===== config.mk =====
export PLATFORM = sky130hd
export DESIGN_NAME = psm_mux_top
export DESIGN_NICKNAME = d
export VERILOG_FILES = /design/src/psm_pkg.sv /design/src/psm_fifo.sv /design/src/psm_expander.sv /design/src/psm_mux_top.sv
export VERILOG_INCLUDE_DIRS = /design/src
export SDC_FILE = /design/constraint.sdc
export NUM_CORES = 1
export LEC_CHECK = 0
export ABC_AREA = 0
export BUFFER_PORTS_ARGS = -buffer_cell sky130_fd_sc_hd__buf_2
export CORE_ASPECT_RATIO = 0.9
export CORE_MARGIN = 1
export CORE_UTILIZATION = 35
export DETAILED_ROUTE_END_ITERATION = 8
export SLEW_MARGIN = 40
export SYNTH_ARGS = -nofsm -noshare
export SYNTH_HDL_FRONTEND = slang
export SYNTH_SLANG_ARGS = --single-unit

===== constraint.sdc =====
create_clock -name sys_clk -period 18.75 [get_ports sys_clk]
set_input_delay 5.625 -clock sys_clk [delete_from_list [all_inputs] [get_ports sys_clk]]
set_output_delay 5.625 -clock sys_clk [all_outputs]
set_load 0.01 [all_outputs]

===== src/psm_regs.svh =====
// Constants for the polled star disk port multiplexer.
`ifndef PSM_REGS_SVH
`define PSM_REGS_SVH

// Port population: three local ports, three expanders of four ports.
`define PSM_NUM_CHAN 15
`define PSM_LOCAL_PORTS 4'h3
`define PSM_EXP_PORTS 4
`define PSM_NUM_EXP 3
`define PSM_FIRST_CHAN 4'h0
`define PSM_LAST_CHAN 4'he

// Timing of the regenerated read strobe halves.
`define PSM_CLK_PERIOD_NS 25
`define PSM_HALF_STROBE_NS 100
`define PSM_HALF_CYC \
	((`PSM_HALF_STROBE_NS + `PSM_CLK_PERIOD_NS - 1) / `PSM_CLK_PERIOD_NS)
`define PSM_STROBE_CYC (2 * `PSM_HALF_CYC)

// Depth of the write data buffer toward the controller.
`define PSM_FIFO_DEPTH 4

`endif


===== src/psm_pkg.sv =====
// Types shared by the multiplexer, its expanders and the write buffer.
package psm_pkg;

	// Signals arriving from one host port.
	typedef struct packed {
		logic       port_request;
		logic       reset_pulse;
		logic [3:0] host_write_nibble;
		logic       host_write_strobe;
		logic       write_parity_bit;
		logic       second_drive_flag;
		logic       processor_busy;
	} psm_host_in_t;

	// Signals driven toward one host port.
	typedef struct packed {
		logic       ack;
		logic [3:0] host_read_nibble;
		logic       host_read_strobe;
		logic       host_disk_ready_busy;
	} psm_host_out_t;

	// Signals arriving from the disk controller.
	typedef struct packed {
		logic       controller_read_strobe;
		logic [7:0] read_byte_bus;
		logic       controller_ready_busy;
		logic       controller_write_ready;
	} psm_ctl_in_t;

	// One buffered write byte with its parity.
	typedef struct packed {
		logic       write_parity_bit;
		logic [7:0] byte_val;
	} psm_wr_word_t;

	// Poller states.
	typedef enum logic {
		PSM_SCAN,
		PSM_GRANT
	} psm_poll_state_t;

endpackage


===== src/psm_fifo.sv =====
// Small FIFO with registered read data and valid/ready on both sides.
`include "psm_regs.svh"

module psm_fifo #(
	parameter int WIDTH = 9,
	parameter int DEPTH = `PSM_FIFO_DEPTH
) (
	input  logic             sys_clk,
	input  logic             rst_n,
	input  logic             in_valid,
	output logic             in_ready,
	input  logic [WIDTH-1:0] in_data,
	output logic             out_valid,
	input  logic             out_ready,
	output logic [WIDTH-1:0] out_data
);
	localparam int AW = $clog2(DEPTH);

	logic [WIDTH-1:0] mem_reg [DEPTH];
	logic [AW-1:0]    wr_ptr_reg;
	logic [AW-1:0]    rd_ptr_reg;
	logic [AW:0]      count_reg;
	logic             out_valid_reg;
	logic [WIDTH-1:0] out_data_reg;
	logic             push;
	logic             pop;

	// Space is honest: the output stage refills from the memory.
	assign in_ready  = (count_reg != (AW + 1)'(DEPTH));
	assign push      = in_valid && in_ready;
	assign pop       = (count_reg != '0) && (!out_valid_reg || out_ready);
	assign out_valid = out_valid_reg;
	assign out_data  = out_data_reg;

	// Storage array, written without reset.
	always_ff @(posedge sys_clk) begin
		if (push) begin
			mem_reg[wr_ptr_reg] <= in_data;
		end
	end

	// Pointers, occupancy and the registered output stage.
	always_ff @(posedge sys_clk or negedge rst_n) begin
		if (!rst_n) begin
			wr_ptr_reg    <= '0;
			rd_ptr_reg    <= '0;
			count_reg     <= '0;
			out_valid_reg <= 1'b0;
			out_data_reg  <= '0;
		end else begin
			if (push) begin
				wr_ptr_reg <= wr_ptr_reg + AW'(1);
			end
			if (pop) begin
				rd_ptr_reg    <= rd_ptr_reg + AW'(1);
				out_data_reg  <= mem_reg[rd_ptr_reg];
				out_valid_reg <= 1'b1;
			end else if (out_ready) begin
				out_valid_reg <= 1'b0;
			end
			count_reg <= count_reg + (AW + 1)'(push) - (AW + 1)'(pop);
		end
	end

endmodule // psm_fifo


===== src/psm_expander.sv =====
// Expander board: four host ports, port decode, reset pick, request latch.
`include "psm_regs.svh"

module psm_expander
	import psm_pkg::*;
(
	input  logic                     sys_clk,
	input  logic                     rst_n,
	input  logic [1:0]               port_code,
	input  logic                     board_granted,
	input  psm_host_in_t [3:0]       host_in,
	input  psm_host_out_t            read_out,
	output logic [3:0]               port_enable_n,
	output logic [3:0]               port_request_line,
	output psm_host_in_t             selected,
	output psm_host_out_t [3:0]      host_out
);
	logic [3:0] req_latch_reg;

	// One enable low out of four, from the port code.
	assign port_enable_n = ~(4'h1 << port_code);

	// The addressed port feeds reset, write data and status upward.
	assign selected = host_in[port_code];

	assign port_request_line = req_latch_reg;

	// Request latch, clocked by the free-running clock.
	always_ff @(posedge sys_clk or negedge rst_n) begin
		if (!rst_n) begin
			req_latch_reg <= 4'h0;
		end else begin
			for (int i = 0; i < `PSM_EXP_PORTS; i++) begin
				req_latch_reg[i] <= host_in[i].port_request;
			end
		end
	end

	// Read data, strobe, ready and acknowledge reach only the enabled port.
	for (genvar g = 0; g < `PSM_EXP_PORTS; g++) begin : g_out
		assign host_out[g] = (board_granted && !port_enable_n[g]) ?
			read_out : '0;
	end

endmodule // psm_expander


===== src/psm_mux_top.sv =====
// Master board: poller, decode, nibble paths, status and write buffer.
// Operation
// - Expander decodes port code to one enable.
// - Expander forwards selected host reset as prime.
// - Expander latches each host request separately.
// - Read low nibble first, high nibble second.
// - Write nibbles latched low half then high.
// - Poller scans requests, acknowledges one port.
// - Poller holds while a grant stands.
// - Scanning resumes at the next channel.
// - Reset sets poller to first master port.
// - Clock steps poller and request latches.
// - Grant decodes board select, enables, port code.
// - Master decodes port code into local enables.
// - Addressed host reset drives controller prime.
// - Granted host busy goes to controller.
// - Controller read strobe resent to granted host.
// - Second drive flag carried from granted port.
// - Parity bit carried alongside write data.
// - Controller ready/busy relayed to granted host.
// - Host write strobe forwarded to controller.
// - Three local ports plus three expanders.
`include "psm_regs.svh"

module psm_mux_top
	import psm_pkg::*;
(
	input  logic                               sys_clk,
	input  logic                               rst_n,
	input  psm_host_in_t [`PSM_NUM_CHAN-1:0]   host_in,
	input  logic                               controller_read_strobe,
	input  logic [7:0]                         read_byte_bus,
	input  logic                               controller_ready_busy,
	input  logic                               controller_write_ready,
	output psm_host_out_t [`PSM_NUM_CHAN-1:0]  host_out,
	output logic                               controller_prime,
	output logic                               controller_host_status,
	output logic                               second_drive_flag,
	output logic [7:0]                         disk_write_byte,
	output logic                               write_parity_bit,
	output logic                               controller_write_strobe,
	output logic [3:0]                         board_select_line,
	output logic [1:0]                         port_code,
	output logic [2:0]                         local_port_enable_n
);

	////////////////////////////////////////////////////////////////////
	// Channel arithmetic.

	// Next channel in round-robin order, wrapping after the last.
	function automatic logic [3:0] next_chan(input logic [3:0] c);
		if (c == `PSM_LAST_CHAN) begin
			return `PSM_FIRST_CHAN;
		end
		return c + 4'h1;
	endfunction

	// Board of a channel: zero is the master, then expanders.
	function automatic logic [1:0] chan_board(input logic [3:0] c);
		if (c < `PSM_LOCAL_PORTS) begin
			return 2'h0;
		end
		return 2'(((c - `PSM_LOCAL_PORTS) >> 2) + 4'h1);
	endfunction

	// Port of a channel within its board.
	function automatic logic [1:0] chan_port(input logic [3:0] c);
		if (c < `PSM_LOCAL_PORTS) begin
			return c[1:0];
		end
		return 2'(c - `PSM_LOCAL_PORTS);
	endfunction

	////////////////////////////////////////////////////////////////////
	// Reset release and pin synchronisers.

	logic                              rst_meta_reg;
	logic                              rst_sync_n_reg;
	psm_host_in_t [`PSM_NUM_CHAN-1:0]  hin_meta_reg;
	psm_host_in_t [`PSM_NUM_CHAN-1:0]  hin_sync_reg;
	psm_ctl_in_t                       ctl_meta_reg;
	psm_ctl_in_t                       ctl_sync_reg;

	// Reset is asserted at once and released through two flip-flops.
	always_ff @(posedge sys_clk or negedge rst_n) begin
		if (!rst_n) begin
			rst_meta_reg   <= 1'b0;
			rst_sync_n_reg <= 1'b0;
		end else begin
			rst_meta_reg   <= 1'b1;
			rst_sync_n_reg <= rst_meta_reg;
		end
	end

	// Every host and controller input passes two flip-flops.
	always_ff @(posedge sys_clk or negedge rst_sync_n_reg) begin
		if (!rst_sync_n_reg) begin
			hin_meta_reg <= '0;
			hin_sync_reg <= '0;
			ctl_meta_reg <= '0;
			ctl_sync_reg <= '0;
		end else begin
			hin_meta_reg <= host_in;
			hin_sync_reg <= hin_meta_reg;
			ctl_meta_reg <= {controller_read_strobe, read_byte_bus,
				controller_ready_busy, controller_write_ready};
			ctl_sync_reg <= ctl_meta_reg;
		end
	end

	////////////////////////////////////////////////////////////////////
	// Poller and decode.

	psm_poll_state_t        state_reg;
	psm_poll_state_t        state_next;
	logic [3:0]             chan_reg;
	logic [3:0]             chan_next;
	logic [2:0]             loc_req_reg;
	logic [3:0]             exp_req [`PSM_NUM_EXP];
	logic [`PSM_NUM_CHAN-1:0] req_all;
	logic                   granted;
	logic                   prime;
	logic [1:0]             board_w;
	logic [1:0]             port_code_w;
	logic [1:0]             loc_idx;
	logic [2:0]             loc_en_w;
	psm_host_in_t           loc_sel;
	psm_host_in_t           exp_sel [`PSM_NUM_EXP];
	psm_host_in_t           sel_host;

	// Fifteen request lines: master ports first, then each expander.
	assign req_all = {exp_req[2], exp_req[1], exp_req[0], loc_req_reg};

	// Decode of the current channel into board and port code.
	assign granted     = (state_reg == PSM_GRANT);
	assign board_w     = chan_board(chan_reg);
	assign port_code_w = chan_port(chan_reg);
	assign loc_idx     = (port_code_w == 2'h3) ? 2'h0 : port_code_w;
	assign loc_en_w    = (granted && board_w == 2'h0) ?
		(3'h1 << port_code_w) : 3'h0;
	assign loc_sel     = hin_sync_reg[loc_idx];

	// Host signals of the addressed port, from master or expander.
	assign sel_host = (board_w == 2'h0) ? loc_sel :
		(board_w == 2'h1) ? exp_sel[0] :
		(board_w == 2'h2) ? exp_sel[1] : exp_sel[2];

	// The addressed host's reset primes controller and poller.
	assign prime = sel_host.reset_pulse;

	// Local request latch on the free-running clock.
	always_ff @(posedge sys_clk or negedge rst_sync_n_reg) begin
		if (!rst_sync_n_reg) begin
			loc_req_reg <= 3'h0;
		end else begin
			for (int i = 0; i < `PSM_LOCAL_PORTS; i++) begin
				loc_req_reg[i] <= hin_sync_reg[i].port_request;
			end
		end
	end

	// Scan one channel per clock, stop on a request, resume after it.
	always_comb begin
		state_next = state_reg;
		chan_next  = chan_reg;
		if (prime) begin
			state_next = PSM_SCAN;
			chan_next  = `PSM_FIRST_CHAN;
		end else begin
			case (state_reg)
				PSM_SCAN: begin
					if (req_all[chan_reg]) begin
						state_next = PSM_GRANT;
					end else begin
						chan_next = next_chan(chan_reg);
					end
				end
				PSM_GRANT: begin
					if (!req_all[chan_reg]) begin
						state_next = PSM_SCAN;
						chan_next  = next_chan(chan_reg);
					end
				end
				default: begin
					state_next = PSM_SCAN;
				end
			endcase
		end
	end

	// Poller state; the grant holds the count still.
	always_ff @(posedge sys_clk or negedge rst_sync_n_reg) begin
		if (!rst_sync_n_reg) begin
			state_reg <= PSM_SCAN;
			chan_reg  <= `PSM_FIRST_CHAN;
		end else begin
			state_reg <= state_next;
			chan_reg  <= chan_next;
		end
	end

	////////////////////////////////////////////////////////////////////
	// Read path: strobe regeneration and nibble multiplexing.

	logic        rd_strobe_d_reg;
	logic [7:0]  rd_byte_reg;
	logic [3:0]  rd_cnt_reg;
	logic        rd_rise;
	logic        rd_active;
	logic        nibble_select;
	logic [3:0]  rd_nib;
	logic        fifo_in_ready;
	psm_host_out_t rd_out;

	// Each controller strobe starts one two-half host strobe.
	assign rd_rise   = ctl_sync_reg.controller_read_strobe &&
		!rd_strobe_d_reg;
	assign rd_active = (rd_cnt_reg != 4'h0);

	// Second half once the count is down to one half.
	assign nibble_select = (rd_cnt_reg <= 4'(`PSM_HALF_CYC));
	assign rd_nib = nibble_select ? rd_byte_reg[7:4] :
		rd_byte_reg[3:0];

	// Ready only while the disk is ready and the buffer has room.
	assign rd_out = {granted, rd_nib, rd_active,
		ctl_sync_reg.controller_ready_busy && fifo_in_ready};

	// Capture the byte and time the regenerated strobe.
	always_ff @(posedge sys_clk or negedge rst_sync_n_reg) begin
		if (!rst_sync_n_reg) begin
			rd_strobe_d_reg <= 1'b0;
			rd_byte_reg     <= 8'h00;
			rd_cnt_reg      <= 4'h0;
		end else begin
			rd_strobe_d_reg <= ctl_sync_reg.controller_read_strobe;
			if (rd_rise) begin
				rd_byte_reg <= ctl_sync_reg.read_byte_bus;
				rd_cnt_reg  <= 4'(`PSM_STROBE_CYC);
			end else if (rd_active) begin
				rd_cnt_reg <= rd_cnt_reg - 4'h1;
			end
		end
	end

	////////////////////////////////////////////////////////////////////
	// Expander boards and host-facing outputs.

	psm_host_out_t [3:0] exp_out [`PSM_NUM_EXP];
	psm_host_out_t [2:0] loc_out;
	psm_host_out_t [`PSM_NUM_CHAN-1:0] host_out_reg;

	for (genvar g = 0; g < `PSM_NUM_EXP; g++) begin : g_exp
		psm_expander u_exp (
			.sys_clk           (sys_clk),
			.rst_n             (rst_sync_n_reg),
			.port_code         (port_code_w),
			.board_granted     (granted && board_w == 2'(g + 1)),
			.host_in           (hin_sync_reg[3 + 4 * g +: 4]),
			.read_out          (rd_out),
			.port_enable_n     (),
			.port_request_line (exp_req[g]),
			.selected          (exp_sel[g]),
			.host_out          (exp_out[g])
		);
	end

	// Local ports see read data and acknowledge only when enabled.
	for (genvar g = 0; g < `PSM_LOCAL_PORTS; g++) begin : g_loc
		assign loc_out[g] = loc_en_w[g] ? rd_out : '0;
	end

	////////////////////////////////////////////////////////////////////
	// Write path: nibble assembly, buffer and controller strobe.

	logic         wr_strobe_d_reg;
	logic [3:0]   wr_low_reg;
	logic         wr_rise;
	logic         wr_fall;
	logic         fifo_out_valid;
	logic         wr_handshake;
	psm_wr_word_t fifo_in_word;
	psm_wr_word_t fifo_out_word;
	logic [7:0]   disk_write_byte_reg;
	logic         write_parity_bit_reg;
	logic         ctl_wr_strobe_reg;

	// First half carries bits 0-3, second half bits 4-7.
	assign wr_rise = granted && sel_host.host_write_strobe &&
		!wr_strobe_d_reg;
	assign wr_fall = granted && !sel_host.host_write_strobe &&
		wr_strobe_d_reg;
	assign fifo_in_word = {sel_host.write_parity_bit,
		sel_host.host_write_nibble, wr_low_reg};
	assign wr_handshake = fifo_out_valid && ctl_sync_reg.controller_write_ready;

	// Low nibble is taken at the start of the strobe.
	always_ff @(posedge sys_clk or negedge rst_sync_n_reg) begin
		if (!rst_sync_n_reg) begin
			wr_strobe_d_reg <= 1'b0;
			wr_low_reg      <= 4'h0;
		end else begin
			wr_strobe_d_reg <= granted && sel_host.host_write_strobe;
			if (wr_rise) begin
				wr_low_reg <= sel_host.host_write_nibble;
			end
		end
	end

	psm_fifo #(
		.WIDTH ($bits(psm_wr_word_t)),
		.DEPTH (`PSM_FIFO_DEPTH)
	) u_fifo (
		.sys_clk   (sys_clk),
		.rst_n     (rst_sync_n_reg),
		.in_valid  (wr_fall),
		.in_ready  (fifo_in_ready),
		.in_data   (fifo_in_word),
		.out_valid (fifo_out_valid),
		.out_ready (ctl_sync_reg.controller_write_ready),
		.out_data  (fifo_out_word)
	);

	// Each drained byte gives one write strobe to the controller.
	always_ff @(posedge sys_clk or negedge rst_sync_n_reg) begin
		if (!rst_sync_n_reg) begin
			disk_write_byte_reg  <= 8'h00;
			write_parity_bit_reg <= 1'b0;
			ctl_wr_strobe_reg    <= 1'b0;
		end else begin
			ctl_wr_strobe_reg <= wr_handshake;
			if (wr_handshake) begin
				disk_write_byte_reg  <= fifo_out_word.byte_val;
				write_parity_bit_reg <= fifo_out_word.write_parity_bit;
			end
		end
	end

	////////////////////////////////////////////////////////////////////
	// Registered outputs toward controller, expanders and hosts.

	logic       controller_prime_reg;
	logic       controller_host_status_reg;
	logic       second_drive_flag_reg;
	logic [3:0] board_select_line_reg;
	logic [1:0] port_code_reg;
	logic [2:0] local_port_enable_n_reg;

	// Status and decode follow the grant one clock later.
	always_ff @(posedge sys_clk or negedge rst_sync_n_reg) begin
		if (!rst_sync_n_reg) begin
			controller_prime_reg       <= 1'b0;
			controller_host_status_reg <= 1'b0;
			second_drive_flag_reg      <= 1'b0;
			board_select_line_reg      <= 4'h0;
			port_code_reg              <= 2'h0;
			local_port_enable_n_reg    <= 3'h7;
			host_out_reg               <= '0;
		end else begin
			controller_prime_reg <= prime;
			controller_host_status_reg <=
				granted && sel_host.processor_busy;
			second_drive_flag_reg <=
				granted && sel_host.second_drive_flag;
			board_select_line_reg <= granted ?
				(4'h1 << board_w) : 4'h0;
			port_code_reg           <= port_code_w;
			local_port_enable_n_reg <= ~loc_en_w;
			host_out_reg <= {exp_out[2], exp_out[1], exp_out[0],
				loc_out};
		end
	end

	assign host_out               = host_out_reg;
	assign controller_prime       = controller_prime_reg;
	assign controller_host_status = controller_host_status_reg;
	assign second_drive_flag      = second_drive_flag_reg;
	assign disk_write_byte        = disk_write_byte_reg;
	assign write_parity_bit       = write_parity_bit_reg;
	assign controller_write_strobe = ctl_wr_strobe_reg;
	assign board_select_line      = board_select_line_reg;
	assign port_code              = port_code_reg;
	assign local_port_enable_n    = local_port_enable_n_reg;
endmodule // psm_mux_top


==> impl_metrics.yaml, run 1 <==
logic_synthesis:
  synth-edff-count: 36
  synth_flop_cell: "dfrtp_1"
  netlist_area_mm2: 0.01736
  synth_seq_cells: 542
  synth_compound_area_share_pct: 4.619
  yosysSeqAreaShare_pct: 79.18
  synth_nets: 1244
  async_flop_share_pct: 93.36
  avgSynthCellArea_um2: 16.21
  synth_top_family_by_area: "multiplexers"
  synth-xor-area-share_pct: 0.4540
  ys_types: 65
  synthMuxAreaShare_pct: 7.286
  synth_cells: 1071
  yosysWarnings: 0
  synth-simple-area-share_pct: 5.722
  synthAdderAreaFrac_pct: 0.7639
timing:
  finClkSkew_ns: 0.02525
  fin_tns_setup_ns: 0
  min_period_ns: 6.856
  finalSetupViolCount: 0
  finalCritPeriodShare_pct: 36.57
  report.final.slew_viol_count: 0
  rsz0062_at_grt: "no"
  worst_pin_slew_ns: 0.7864
  fmax_ghz: 0.1459
  hold_viol_final: 0
  max_slew_margin_pct: 46.45
route:
  via_count: 9418
  drc: 0
  wl_per_cell_um: 18.12
  routed_wirelength_um: 37480
  routed_via_density: 4.552
  drtIter0Drc: 563
  first_pass_iters: 4
  ant_nets: 0
power_and_ir_drop:
  vdd_ir_drop_max_v: 0.00008144
  p_per_area_mw_per_mm2: 137.8
  leakage_uw: 0.01028
  power_uw: 2967
clock_network:
  clkLatencyLatePin_ns: 0.60
  h-tree-depth: 2
  cts-resized-gates: 0
  root_buffer: "clkbuf_16"
  clk_pin_slew_ns: 0.07
  cts_max_path_buffers: 3
  cts_setup_buffers: 0
  cts_buffers: 52
  cts_sinks: 542
  cts_tree: "yes"
  ctsHoldBuffers: 0
setup_path:
  crit_fanout: 1
  startpoint: "local_port_enable_n[2]"
  cp.required_ns: 13.12
  reg2reg_from: "chan_reg[0]"
  cp_slowest_stage_delay_ns: 0.53
  path_class: "reg2out"
  crit_family: "flip-flops"
  slowest_stage: "dfstp_2"
  worstPathArrival_ns: 1.23
  cp-end-kind: "primary output"
  worst_setup_path_start_kind: "register"
  path_buf_inv: 1
  crit_chain: "buf_2"
floorplanning:
  core_area_mm2: 0.04904
  die_h_um: 213.3
  num_io_pins: 290
  die_w_um: 236.8
  start_util_pct: 35.40
  num_rows: 77
  die_area_mm2: 0.05050
global_route:
  grt_pass1_wl_um: 57160
  first_global_vias: 9647
  grt_antenna_before_repair: 1
  grt_max_degree: 87
  grt_overflow_total: 0
  grtUsageTotal_pct: 15.02
finish:
  ff_latch_area_mm2: 0.01375
  layout-drive-gt1-share_pct: 33.54
  fill_cells: 4309
  multi_input_area_mm2: 0.003312
  most-common-layout-cells: "dfrtp_1, buf_2, nor2_1"
  final_common_cell: "dfrtp_1"
  syn2layout_area_growth_pct: 24.04
  diodes: 0
  fin_nets: 1567
  final_cell_area_mm2: 0.02154
status:
  status: "complete, no violations"
job:
  cap_viol_max_count: 0
min_path:
  hold_path.class: "reg2async"
place:
  port_buffers: 289
  place.gp.congestion: 0.7769
  placed_cell_area_mm2: 0.01967
  dp_hpwl_um: 25500
## cells in the mapped netlist, drive strengths merged (9+ instances only)
master | n | area [µm²]
inv | 35 | 131.4
a211oi | 10 | 75.07
a21oi | 20 | 100.1
nand2 | 40 | 150.1
buf | 22 | 131.4
nor3 | 10 | 55.05
o21ai | 25 | 125.1
nor2 | 107 | 401.6
mux2 | 48 | 544.3
and2 | 9 | 56.31
clkbuf | 19 | 72.56
dfrtp | 503 | 12590
edfxtp | 36 | 1081
mux2i | 37 | 382.9
mux4 | 15 | 337.8
o211ai | 9 | 67.56
ha | 9 | 112.6
nand3 | 28 | 140.1
## worst paths after layout
path | slack [ns] | cells past startpoint | endpoint
max in group asynchronous | 13.83 | 1 | rst_sync_n_reg
worst max-delay path | 11.89 | 1 | local_port_enable_n[2]
min in group sys_clk | 0.34 | 0 | hin_sync_reg[70]
worst max register to register | 14.23 | 8 | u_fifo.mem_reg[2][6]
worst min register to register | 0.31 | 0 | hin_sync_reg[140]
worst min-delay path | 0.31 | 0 | hin_sync_reg[140]
## through the flow
stage / hold WS, ns / cells / utilization (%) / setup slack (ns)
finish: 0.3077 / 2069 / 43.92 / 11.89
global route: 0.3454 / 2069 / 43.92 / 11.85
global placement: 0.3330 / 1969 / 39.89 / 12.51
CTS: 0.3311 / 2069 / 43.91 / 11.84
detailed placement: 0.3221 / 1972 / 40.11 / 12.50
floorplan: 0.3312 / 1071 / - / 3.608
## area by class of cell
cell class                 count  area share [%]
clock buffer                  59           6.257
clock inverter                38           2.399
inverter                      36          0.6275
multi-input combinational    452           15.38
sequential                   542           63.86
tap                          632           3.672
timing repair buffer         310           7.803
## power breakdown
group	internal [µW]	leakage, µW	switching, µW	total, µW
clock	663	0.000904	454	1120
sequential	1290	0.00648	63.9	1360
combinational	200	0.00289	292	493
total	2160	0.0103	810	2970
## cell families (layout without fill, tap and decap cells)
group / count (synthesis) / after routing
adders and majority gates: 10 / 10
other: 1 / 1
and+or+nand+nor: 218 / 218
buffers and inverters: 77 / 443
AOI/OAI and AO/OA: 114 / 114
DFF: 542 / 542
muxes: 100 / 100
xor gates and xnor gates: 9 / 9
## routing by layer
| layer | routed length, µm | vias up | share of wire (%) | global-route usage [%] |
|---|---|---|---|---|
| met5 | 9 | - | 0.024 | 0 |
| met4 | 749 | 2 | 2.0 | 4.837 |
| met3 | 1912 | 52 | 5.1 | 3.077 |
| met2 | 17860 | 271 | 48 | 23.96 |
| met1 | 16950 | 4785 | 45 | 20.65 |
| li1 | - | 4308 | - | - |
Note: power is estimated with default switching activity, not from simulation.
==> run 2: changes to the inputs <==
==> constraint.sdc (replaced) <==
create_clock -name sys_clk -period 6.53 [get_ports sys_clk]
set_input_delay 1.959 -clock sys_clk [delete_from_list [all_inputs] [get_ports sys_clk]]
set_output_delay 1.959 -clock sys_clk [all_outputs]
set_load 0.01 [all_outputs]
==> impl_metrics.yaml, run 2 (synthesis results as in run 1) <==
timing:
  fin_tns_setup_ns: 0
  fmax_ghz: 0.2401
  worst_slack_ns: 2.365
  worst_pin_slew_ns: 0.7897
  hold-worst-slack_ns: 0.1154
  min_period_ns: 4.165
  finClkSkew_ns: 0.01605
  finalCritPeriodShare_pct: 63.78
  finalSetupViolCount: 0
  max_slew_margin_pct: 47.35
  report.final.slew_viol_count: 0
  rsz0062_at_grt: "no"
  hold_viol_final: 0
clock_network:
  h-tree-depth: 2
  root_buffer: "clkbuf_16"
  clkLatencyLatePin_ns: 0.59
  cts_max_path_buffers: 3
  cts_buffers: 53
  ctsHoldBuffers: 0
  clk_pin_slew_ns: 0.07
  cts_sinks: 542
  cts-resized-gates: 0
  cts_tree: "yes"
  cts_setup_buffers: 0
global_route:
  top_usage_layer: "met2"
  grt_max_degree: 153
  grt_use_met2_pct: 24.95
  grtUsageTotal_pct: 15.55
  first_global_vias: 9872
  grt_pass1_wl_um: 58770
  grt_antenna_before_repair: 1
  use_met1_pct: 21.21
  grt_overflow_total: 0
  grtUsageMet3_pct: 2.973
floorplanning:
  die_area_mm2: 0.05050
  num_io_pins: 290
  num_rows: 77
  core_area_mm2: 0.04904
  start_util_pct: 35.40
  die_h_um: 213.3
  die_w_um: 236.8
setup_path:
  cp.required_ns: 6.76
  startpoint: "chan_reg[0]"
  crit_fanout: 53
  cp-end-kind: "register"
  worst_setup_path_start_kind: "register"
  reg2reg_from: "chan_reg[0]"
  worstPathArrival_ns: 4.39
  path_class: "reg2reg"
  endpoint: "u_fifo.mem_reg[3][3]"
  timing.rr.end: "u_fifo.mem_reg[3][3]"
  r2r_cells: 10
  reg2reg_slack_ns: 2.37
finish:
  final_common_cell: "dfrtp_1"
  fin_cells: 2065
  most-common-layout-cells: "dfrtp_1, buf_2, nor2_1"
  final_cell_area_mm2: 0.02144
  fin_nets: 1564
  fill_cells: 4328
  diodes: 0
  syn2layout_area_growth_pct: 23.50
  ff_latch_area_mm2: 0.01375
  multi_input_area_mm2: 0.003318
  layout-drive-gt1-share_pct: 33.29
min_path:
  hold_path.class: "reg2async"
place:
  place_inst: 1967
  port_buffers: 289
  dp_hpwl_um: 26810
  place.gp.congestion: 0.7939
  place_ws_ns: 2.352
  placed_cell_area_mm2: 0.01964
route:
  first_pass_iters: 4
  via_count: 9455
  routed_wirelength_um: 38590
  wl_per_cell_um: 18.69
  drc: 0
  ant_nets: 0
  drtIter0Drc: 495
  routed_via_density: 4.579
power_and_ir_drop:
  p_per_area_mw_per_mm2: 388.4
  leakage_uw: 0.01023
  vdd_ir_drop_max_v: 0.0002209
job:
  cap_viol_max_count: 0
status:
  status: "complete, no violations"
-- run 2: cell types whose count changed in the layout (fill, tap and decap cells not counted), moves of 3 or more --
cell / delta
clkbuf_8: +5
clkbuf_16: +3
clkinv_4: -4
buf_6: -3
buf_4: -4
clkinv_2: +5
clkinv_1: -3
clkinv_8: -3
bufinv_16: -6
buf_12: +3
clkbuf_1: +3
-- run 2: how the worst min path moves through the flow --
| stage | from | to |
|---|---|---|
| after CTS | rst_sync_n_reg | hin_meta_reg[61] |
| after global routing | rst_sync_n_reg | hin_meta_reg[51] |
| after global placement | rst_meta_reg | rst_sync_n_reg |
| after detailed placement | rst_sync_n_reg | hin_meta_reg[61] |
| after floorplan | ctl_meta_reg[0] | ctl_sync_reg[0] |
| final | rst_sync_n_reg | hin_meta_reg[61] |
-- run 2: cell type report --
type	instances	area share, %
flip-flops and latches	542	64.14
multi-input cells	452	15.48
repair buffers	306	7.819
clock buffers	70	7.008
well taps	632	3.688
clock inverters	27	1.237
inverters	36	0.6302
-- run 2: critical path, stage by stage, from the launching register on --
cell      delay, ns
dfrtp_2        0.36
buf_4          0.51
inv_1          0.24
ha_1           0.36
buf_4          0.32
o31ai_1        0.20
mux2i_4        0.50
nand2b_1       0.11
a32o_2         0.33
nor4_4         0.35
and2_1         0.48
-- run 2: report_power, final --
part           total, µW  internal, µW  switching (µW)
clock network       3050          1780            1260
logic               1370           567             803
registers           3910          3710             196
-- run 2: through the flow --
stage / total power, µW / util (%)
2_1_floorplan: 4846 / -
3_3_place_gp: 5313 / 39.87
3_5_place_dp: 5369 / 40.05
4_1_cts: 8457 / 43.66
5_1_grt: 8731 / 43.72
6_report: 8328 / 43.72
-- run 2: metal layers --
layer / share of wire [%] / routed length (µm) / vias up
met5: 0.034 / 13 / -
li1: - / - / 4292
met4: 2.4 / 920 / 2
met3: 4.6 / 1762 / 62
met2: 48 / 18650 / 279
met1: 45 / 17250 / 4820
